===== config.mk =====
export PLATFORM = sky130hd
export DESIGN_NAME = eips_top
export DESIGN_NICKNAME = d
export VERILOG_FILES = /design/src/hdl/eips_pkg.sv /design/src/hdl/eips_top.sv
export SDC_FILE = /design/constraint.sdc
export NUM_CORES = 1
export LEC_CHECK = 0
export BUFFER_PORTS_ARGS = -buffer_cell sky130_fd_sc_hd__buf_4
export CAP_MARGIN = 15
export CORE_AREA = 3 3 107 109
export DETAILED_ROUTE_END_ITERATION = 7
export DIE_AREA = 0 0 110 112
export PLACE_DENSITY = 0.75
export REMOVE_ABC_BUFFERS = 1
export SYNTH_ARGS = -nofsm -noshare
export SYNTH_HDL_FRONTEND = slang
export SYNTH_SLANG_ARGS = --single-unit

===== constraint.sdc =====
create_clock -name aclk -period 2.6 [get_ports aclk]
set_clock_uncertainty 0.15 [all_clocks]
set_input_delay 0.13 -clock aclk [delete_from_list [all_inputs] [get_ports aclk]]
set_output_delay 0.13 -clock aclk [all_outputs]
set_load 0.02 [all_outputs]

===== src/hdl/eips_pkg.sv =====
// package for the encoder input pin select block
// assumes a 32-bit axi4-lite register bus and a 7-bit selector code space
package eips_pkg;
  // register map
  localparam logic [3:0]  sel_reg_offset   = 4'h0;  // encoder_input_select
  localparam logic [3:0]  status_offset    = 4'h4;  // live synchronised inputs, read only
  localparam logic [15:0] sel_reset_value  = 16'h0000;
  // field layout
  localparam int          home_lsb         = 8;
  localparam int          index_lsb        = 0;
  localparam int          code_width       = 7;
  localparam logic [15:0] sel_write_mask   = 16'h7f7f;
  // source codes
  localparam logic [6:0]  code_ground      = 7'h00;
  localparam logic [6:0]  code_comparator1 = 7'h01;
  localparam logic [6:0]  code_highest     = 7'h79;
  localparam int          num_codes        = 128;
  // axi responses
  localparam logic [1:0]  resp_okay        = 2'h0;
  localparam logic [1:0]  resp_slverr      = 2'h2;
  // state of the block
  typedef struct packed {
    logic [15:0] sel;
    logic [1:0]  home_sync;
    logic [1:0]  index_sync;
    logic        home_out;
    logic        index_out;
    logic        awready;
    logic        wready;
    logic        bvalid;
    logic [1:0]  bresp;
    logic        arready;
    logic        rvalid;
    logic [31:0] rdata;
    logic [1:0]  rresp;
  } eips_state_type;
endpackage : eips_pkg


===== src/hdl/eips_top.sv =====
// encoder input pin select: routes pins or comparator 1 to decoder home and index
// assumes pin and comparator inputs are asynchronous; decoder runs on aclk
`timescale 1ns/1ps
`default_nettype none

module eips_top (
  // clock and reset
  input  wire logic        aclk,
  input  wire logic        aresetn,
  // axi4-lite write address and data
  input  wire logic        s_axi_awvalid,
  output var  logic        s_axi_awready,
  input  wire logic [31:0] s_axi_awaddr,
  input  wire logic        s_axi_wvalid,
  output var  logic        s_axi_wready,
  input  wire logic [31:0] s_axi_wdata,
  input  wire logic [3:0]  s_axi_wstrb,
  // axi4-lite write response
  output var  logic        s_axi_bvalid,
  input  wire logic        s_axi_bready,
  output var  logic [1:0]  s_axi_bresp,
  // axi4-lite read
  input  wire logic        s_axi_arvalid,
  output var  logic        s_axi_arready,
  input  wire logic [31:0] s_axi_araddr,
  output var  logic        s_axi_rvalid,
  input  wire logic        s_axi_rready,
  output var  logic [31:0] s_axi_rdata,
  output var  logic [1:0]  s_axi_rresp,
  // selectable sources: index n is pin number n for pin codes
  input  wire logic        first_comparator_output,
  input  wire logic [127:0] remappable_in_pin,
  // to the quadrature decoder
  output var  logic        encoder_home_input,
  output var  logic        encoder_index_input
);

  eips_pkg::eips_state_type state;
  eips_pkg::eips_state_type next_state;
  logic [127:0] source_vec;
  logic         aw_hold;
  logic [3:0]   aw_addr_hold;
  logic         w_hold;
  logic [15:0]  w_data_hold;
  logic [1:0]   w_strb_hold;

  // true when a code has a wired source behind it
  function automatic logic code_implemented(input logic [6:0] code);
    logic ok;
    ok = 1'b0;
    if (code <= 7'h04 || code == 7'h06 || code == 7'h07 || code == 7'h08 || code == 7'h09) begin
      ok = 1'b1;
    end else if (code == 7'h14 || code == 7'h18 || code == 7'h19 || code == 7'h1b || code == 7'h1c) begin
      ok = 1'b1;
    end else if ((code >= 7'h20 && code <= 7'h2f) || (code >= 7'h33 && code <= 7'h3a)) begin
      ok = 1'b1;
    end else if (code == eips_pkg::code_highest) begin
      ok = 1'b1;
    end
    return ok;
  endfunction : code_implemented

  // the source vector: code zero ground, code one comparator, else pin of that number if wired, low if not
  genvar gi;
  generate
    for (gi = 0; gi < eips_pkg::num_codes; gi++) begin : g_src
      if (gi == 0) begin : g_gnd
        assign source_vec[gi] = 1'b0;
      end else if (gi == 1) begin : g_cmp
        assign source_vec[gi] = first_comparator_output;
      end else begin : g_pin
        // pin in numeric order, unwired codes low
        assign source_vec[gi] = code_implemented(7'(gi)) ? remappable_in_pin[gi] : 1'b0;
      end
    end
  endgenerate

  // pending write halves held until the write response is taken; address and data may come in either order
  always_ff @(posedge aclk) begin
    if (!aresetn) begin
      aw_hold      <= 1'b0;
      aw_addr_hold <= 4'h0;
      w_hold       <= 1'b0;
      w_data_hold  <= 16'h0000;
      w_strb_hold  <= 2'h0;
    end else begin
      if (s_axi_awvalid && state.awready) begin
        aw_hold      <= 1'b1;
        aw_addr_hold <= s_axi_awaddr[3:0];
      end else if (state.bvalid && s_axi_bready) begin
        aw_hold <= 1'b0;
      end
      if (s_axi_wvalid && state.wready) begin
        w_hold      <= 1'b1;
        w_data_hold <= s_axi_wdata[15:0];
        w_strb_hold <= s_axi_wstrb[1:0];
      end else if (state.bvalid && s_axi_bready) begin
        w_hold <= 1'b0;
      end
    end
  end

  // next state: bus handshakes, register update, synchronisers
  always_comb begin
    logic [15:0] merged;
    merged     = state.sel;
    next_state = state;
    // one write at a time: ready only while that half is not held
    next_state.awready = !aw_hold && !(s_axi_awvalid && state.awready);
    next_state.wready  = !w_hold && !(s_axi_wvalid && state.wready);
    if (aw_hold && w_hold && !state.bvalid) begin
      next_state.bvalid = 1'b1;
      if (aw_addr_hold == eips_pkg::sel_reg_offset) begin
        if (w_strb_hold[0]) merged[7:0] = w_data_hold[7:0];
        if (w_strb_hold[1]) merged[15:8] = w_data_hold[15:8];
        next_state.sel   = merged & eips_pkg::sel_write_mask;
        next_state.bresp = eips_pkg::resp_okay;
      end else if (aw_addr_hold == eips_pkg::status_offset) begin
        next_state.bresp = eips_pkg::resp_okay;  // read-only, write dropped
      end else begin
        next_state.bresp = eips_pkg::resp_slverr;
      end
    end else if (state.bvalid && s_axi_bready) begin
      next_state.bvalid  = 1'b0;
      next_state.awready = 1'b1;
      next_state.wready  = 1'b1;
    end
    // reads: one-cycle accept, data in the following cycle
    next_state.arready = !state.rvalid && !(s_axi_arvalid && state.arready);
    if (s_axi_arvalid && state.arready) begin
      next_state.rvalid = 1'b1;
      next_state.rdata  = 32'h0000_0000;
      next_state.rresp  = eips_pkg::resp_okay;
      if (s_axi_araddr[3:0] == eips_pkg::sel_reg_offset && s_axi_araddr[31:4] == 28'h0) begin
        next_state.rdata = {16'h0000, state.sel};
      end else if (s_axi_araddr[3:0] == eips_pkg::status_offset && s_axi_araddr[31:4] == 28'h0) begin
        next_state.rdata = {30'h0, state.home_out, state.index_out};
      end else begin
        next_state.rresp = eips_pkg::resp_slverr;
      end
    end else if (state.rvalid && s_axi_rready) begin
      next_state.rvalid  = 1'b0;
      next_state.arready = 1'b1;
    end
    // select, two-flop synchronise, then an output flop; trades three cycles of latency for safety
    next_state.home_sync  = {state.home_sync[0],
                             source_vec[state.sel[eips_pkg::home_lsb +: eips_pkg::code_width]]};
    next_state.index_sync = {state.index_sync[0],
                             source_vec[state.sel[eips_pkg::index_lsb +: eips_pkg::code_width]]};
    next_state.home_out   = state.home_sync[1];
    next_state.index_out  = state.index_sync[1];
  end

  // the state register, apart from the write holds; reset selects ground on both inputs
  always_ff @(posedge aclk) begin
    if (!aresetn) begin
      state         <= '0;
      state.sel     <= eips_pkg::sel_reset_value;
      state.awready <= 1'b1;
      state.wready  <= 1'b1;
      state.arready <= 1'b1;
    end else begin
      state <= next_state;
    end
  end

  // outputs straight from flip-flops
  assign s_axi_awready       = state.awready;
  assign s_axi_wready        = state.wready;
  assign s_axi_bvalid        = state.bvalid;
  assign s_axi_bresp         = state.bresp;
  assign s_axi_arready       = state.arready;
  assign s_axi_rvalid        = state.rvalid;
  assign s_axi_rdata         = state.rdata;
  assign s_axi_rresp         = state.rresp;
  assign encoder_home_input  = state.home_out;
  assign encoder_index_input = state.index_out;

endmodule : eips_top
`default_nettype wire


==> flow_metrics.tcl, run 1 <==
set metrics [dict create \
    cts-root-buf "clkbuf_8" \
    die_y_um 112 \
    drc 0 \
    dr_total_vias 3155 \
    async_reset_ff_frac 0 \
    critPathMaxFanout 15 \
    die_area_um2 12320 \
    cts_setup_buffers 0 \
    synth_edf_count 0 \
    dp_hpwl_mm 7.485 \
    avgViaCountPerCell 4.839 \
    nNetsFinal 743 \
    antenna_found_initial 0 \
    post-place-cells 611 \
    grt_pass1_wl_mm 15.15 \
    max_clock_freq_ghz 0.4533 \
    p_leak_nw 1.920 \
    dp_slack_ns 0.4312 \
    ys_top_cells_by_area "dfxtp_1 (39%), mux2i_1 (9.8%), buf_4 (8.3%)" \
    portBuffers 119 \
    crit_type "flip-flop to flip-flop" \
    fin_crit_sh 0.8484 \
    finalSetupTns_ns 0 \
    cts_tree "built" \
    finalPower_mw 2.184 \
    firstDrtPassIters 4 \
    place.gp.congestion 0.9059 \
    cp-end-kind "flip-flop" \
    syn_avg_cell_area_um2 8.508 \
    setup_viol 0 \
    clk_pin_slew_ns 0.06 \
    wl_met1_mm 3.866 \
    start_kind "flip-flop" \
    grt_start_max_net_pins 39 \
    core_area_um2 10700 \
    rows 38 \
    drt_wl_total_mm 9.743 \
    worst_skew_pair.late_latency_ns 0.33 \
    yosysSeqAreaShare 0.3850 \
    wl_met3_um 778 \
    rsz0062_at_grt "no" \
    critPathArrivalTime_ns 2.25 \
    relSlewSlack 0.5706 \
    drive_gt1_frac 0.3008 \
    die_x_um 110 \
    hold_path_startpoint "s_axi_rready" \
    grt_overflow 0 \
    cts_buffers 9 \
    netlist_instances 385 \
    status "complete, no violations" \
    ys.flop_type "dfxtp_1" \
    path_delay_family "compound AO/OA/AOI/OAI gates" \
    wl_per_cell_um 14.94 \
    syn_area_um2 3276 \
    r2r-start "state[56]" \
    cts_hold_buf 25 \
    ys_seq_elements 63 \
    drtIter0Drc 97 \
    grt_pass1_vias 3170 \
    drv_cap 0 \
    crit_buf_inv 1 \
    ys_types 37 \
    cts_resized 0 \
    yosysTopAreaCell "dfxtp_1" \
    clock-sinks 63 \
    wl_met2_mm 4.838 \
    hold_violations 0 \
    antenna_cells 0 \
    worstMarginPinSlew_ns 0.6433 \
    slowest_stage "dfxtp_1" \
    instances_no_fill 652 \
    setup_slack_ns 0.3941 \
    p_per_area_nw_per_um2 478.6 \
    htreeDepth 3 \
    synth_top_area_frac 0.3850 \
    maxUsedRoutingLayer "met4" \
    min_period_ns 2.206 \
    cp.required_ns 2.65 \
    start_util 0.3062 \
    worstPathCellList "buf_4 > mux2i_1 > o21ai_0 > nand3_1 > o21ai_0 > o41ai_1 > o41ai_1" \
    cp-startpoint "state[56]" \
    crit_path_max_incr_delay_ns 0.56 \
    yosys_warnings 0 \
    ir_drop_uv 363.4 \
    cts_buffer_depth 2 \
    grtUsageTotal 0.1586 \
    worstHoldPathType "input port to flip-flop" \
    ant_nets 0 \
    area_growth_pct 39.30 \
    ios 279 \
    drv_slew 0 \
]
## through the flow
stage                     instance area [um^2]  hold WS [ns]  utilization
after floorplan                           2972        0.1017            -
after global placement                    4105        0.2317       0.3837
after detailed placement                  4105        0.2436       0.3837
after CTS                                 4563      0.005658       0.4266
after global routing                      4563       0.04513       0.4266
final                                     4563       0.03188       0.4266
## flip-flops by register name (all words and copies together) (netlist names)
register             cells
aw_addr_hold             4
s_axi_awready            1
state                   14
w_strb_hold              2
encoder_home_input       1
next_state               4
s_axi_rvalid             1
s_axi_rresp              1
w_hold                   1
s_axi_wready             1
s_axi_rdata             14
w_data_hold             14
s_axi_bresp              1
encoder_index_input      1
s_axi_arready            1
s_axi_bvalid             1
aw_hold                  1
## report_power, final
group / internal (mW) / switching [mW]
clock: 0.493 / 0.366
sequential: 0.995 / 0.0178
combinational: 0.168 / 0.144
total: 1.66 / 0.528
## routing by layer
metal | vias up | global-route usage
met3 | 24 | 0.05159
met2 | 151 | 0.2670
met4 | 0 | 0.05653
met1 | 1441 | 0.1865
met5 | - | 0
li1 | 1539 | -
## cell usage after synthesis, types with 6 or more instances
master    count
a22oi_1      12
buf_4        36
and2_1        6
dfxtp_1      63
clkbuf_1      9
inv_1         7
buf_2         9
a21oi_1      30
nor2_1       35
nand2_1      53
nand3_1       9
mux4_2        7
mux2i_1      32
nor4_1        9
o21ai_0      16
nor3_1        6
## final cells by class
class / count / area [um^2]
inverter: 7 / 26.28
sequential: 63 / 1261
timing repair buffer: 151 / 1209
fill: 1064 / 6135
tap: 140 / 175.2
clock inverter: 5 / 56.30
clock buffer: 11 / 151.4
multi-input combinational: 275 / 1684
## layout by cell type, fill, tap and decap left out, drive strengths merged, types with 9 or more instances in the layout
master,instances
dlygate4sd3,25
clkbuf,11
nand3,9
dfxtp,63
nor4,9
mux2i,32
nand2,53
conb,20
a21oi,30
o21ai,16
a22oi,12
buf,126
nor2,36
## worst paths after layout
check | to | slack [ns] | cells after the start
min | s_axi_rvalid | 0.03 | 3
min reg2reg | encoder_index_input | 0.28 | 1
max | next_state[46] | 0.39 | 7
max reg2reg | next_state[46] | 0.39 | 7
## tightest hold or removal path: stages
cell and delay, ns:
buf_4 0.09, o21ai_0 0.06, and2_1 0.17
## cell families after synthesis
kind of cell / count (synthesis) / synth area share
and+or+nand+nor: 142 / 0.2059
muxes: 42 / 0.1562
buffers and inverters: 66 / 0.1226
DFF: 63 / 0.3850
AOI/OAI and AO/OA: 71 / 0.1291
other: 1 / 0.001145
Power figures use the tool's default switching activity.
==> run 2: changes to the inputs <==
- ABC_AREA: default -> 1
- CORE_AREA: 3 3 107 109 -> 3 3 108 110
- DIE_AREA: 0 0 110 112 -> 0 0 111 113
- PLACE_DENSITY: 0.75 -> 0.79
- clock period: 2.6 -> 2 ns (I/O delays scaled with it)
==> flow_metrics.tcl, run 2 <==
set metrics [dict create \
    finalSetupTns_ns 0 \
    yosys.area_share.adder 0 \
    hold_violations 0 \
    die_x_um 111 \
    cts_tree "built" \
    place.gp.congestion 0.8961 \
    portBuffers 119 \
    area_growth_pct 36.75 \
    ys_top_cells_by_area "dfxtp_1 (35%), nand2_1 (13%), buf_4 (8.0%)" \
    die_y_um 113 \
    fin_crit_sh 0.8955 \
    final_common_cell "buf_4" \
    cts_buffers 9 \
    dp_hpwl_mm 7.677 \
    die_area_um2 12540 \
    setup_viol 0 \
    max_clock_freq_ghz 0.5583 \
    ant_nets 0 \
    rows 38 \
    antenna_found_initial 0 \
    netlist_instances 533 \
    grt_pass1_vias 3636 \
    htreeDepth 3 \
    grt_start_max_net_pins 43 \
    syn_avg_cell_area_um2 6.688 \
    drtIter0Drc 200 \
    dr_total_vias 3739 \
    yosysTopAreaCell "dfxtp_1" \
    cts-root-buf "clkbuf_8" \
    firstDrtPassIters 5 \
    synth_top_family_by_area "simple AND/OR/NAND/NOR gates" \
    grt_pass1_wl_mm 16.67 \
    min_period_ns 1.791 \
    drt_wl_total_mm 9.954 \
    yosysSeqAreaShare 0.3538 \
    instances_no_fill 807 \
    syn_area_um2 3565 \
    crit_type "flip-flop to flip-flop" \
    grt_overflow 0 \
    nNetsFinal 898 \
    cts_buffer_depth 2 \
    status "complete, no violations" \
    critPathArrivalTime_ns 1.89 \
    wl_per_cell_um 12.33 \
    core_area_um2 10790 \
    synth_edf_count 0 \
    async_reset_ff_frac 0 \
    ios 279 \
    p_per_area_nw_per_um2 605.8 \
    cp-end-kind "flip-flop" \
    clock-sinks 63 \
    antenna_cells 0 \
    ys_seq_elements 63 \
    synth-compound-area-share 0.1478 \
    ys.flop_type "dfxtp_1" \
    drive_gt1_frac 0.2849 \
    layout_common_cells "buf_4 (129), nand2_1 (124), nor2_1 (68)" \
    start_util 0.3303 \
    drv_cap 0 \
    worstHoldPathType "input port to flip-flop" \
    yosys_warnings 0 \
    drv_slew 0 \
    drc 0 \
    synth-simple-area-share 0.3363 \
    avgViaCountPerCell 4.633 \
    ys_types 32 \
    rsz0062_at_grt "no" \
    synth_top_area_frac 0.3538 \
    yosys-top-cells-count "nand2_1 (124), nor2_1 (68), dfxtp_1 (63)" \
    start_kind "flip-flop" \
    synth_mux_area_frac 0 \
    cp.required_ns 2.10 \
    p_leak_nw 2.254 \
    synthXorXnorAreaFrac 0 \
    n_fill_cell 1107 \
    ir_drop_uv 459.8 \
    post-place-cells 766 \
    worst_skew_pair.late_latency_ns 0.34 \
    synth.most_common_cell "nand2_1" \
    grtUsageTotal 0.1604 \
    clk_pin_slew_ns 0.07 \
    critPathMaxFanout 7 \
]
## run 2: cell types whose count changed after synthesis, sizes merged, moves of 6 or more
cell | previous run | this run
nand2 | 53 | 127
inv | 7 | 50
nor2 | 36 | 72
o21ai | 16 | 51
mux2i | 32 | 0
nand3 | 9 | 39
a22oi | 12 | 0
nand4 | 2 | 10
a21oi | 30 | 37
mux4 | 7 | 0
nor4 | 9 | 2
or2 | 0 | 7
and2 | 6 | 0
## run 2: area by class of cell
cell class	count	area, um^2	share of cell area
clock buffer	9	123.9	0.02541
tap	140	175.2	0.03593
multi-input combinational	379	1800	0.3694
timing repair buffer	155	1239	0.2541
sequential	63	1262	0.2590
inverter	54	202.7	0.04158
clock inverter	7	71.32	0.01463
## run 2: final timing paths
path	from	cells past startpoint	slack [ns]	endpoint
min reg2reg	next_state[42]	2	0.26	encoder_home_input
min	s_axi_awvalid	3	0.03	aw_hold
max reg2reg	state[48]	10	0.21	next_state[44]
max	state[48]	10	0.21	next_state[44]
## run 2: critical path: stages (launching register included)
cell     delay [ns]
dfxtp_1        0.50
inv_2          0.12
nor2_2         0.26
nand2_1        0.08
nand2_1        0.06
inv_1          0.04
nand3_1        0.08
nand3_1        0.09
nand3_1        0.09
nand3_1        0.10
a21oi_1        0.14
## run 2: metal layers
metal | share of wire | vias up | track usage
met2 | 0.48 | 158 | 0.2629
met4 | 0.0099 | 0 | 0.04433
met3 | 0.080 | 12 | 0.05294
met1 | 0.43 | 1644 | 0.2030
li1 | - | 1925 | -
met5 | 0 | - | 0
## run 2: stage by stage
| step | instance area [um^2] | power, mW | utilization | hold WS [ns] | setup slack [ns] |
|---|---|---|---|---|---|
| floorplan | 3264 | 1.612 | - | 0.04345 | 0.3007 |
| global placement | 4428 | 1.858 | 0.4103 | 0.2047 | 0.2594 |
| detailed placement | 4428 | 1.866 | 0.4103 | 0.2060 | 0.2746 |
| CTS | 4873 | 2.986 | 0.4515 | 0.01574 | 0.2203 |
| global route | 4875 | 3.117 | 0.4517 | 0.01770 | 0.06495 |
| finish | 4875 | 2.953 | 0.4517 | 0.02868 | 0.2089 |
## run 2: repair_timing
item / 4_1_cts / 5_1_grt
buffers inserted: 0 / 0
endpoints found under the hold margin: 28 / 0
endpoints found under the setup margin: 0 / 1
gates resized for setup: 0 / 1
hold buffers: 25 / 0
## run 2: kinds of logic after synthesis
group | count (synthesis)
and+or+nand+nor | 264
other | 1
buffers and inverters | 110
AOI/OAI and AO/OA | 95
DFF | 63
## run 2: power by group
group          total [mW]  leakage (nW)  switching (mW)  internal, mW
registers            1.36         0.516          0.0406          1.32
clock network        1.08         0.103           0.499         0.576
logic               0.519          1.64           0.265         0.254
total                2.95          2.25           0.804          2.15
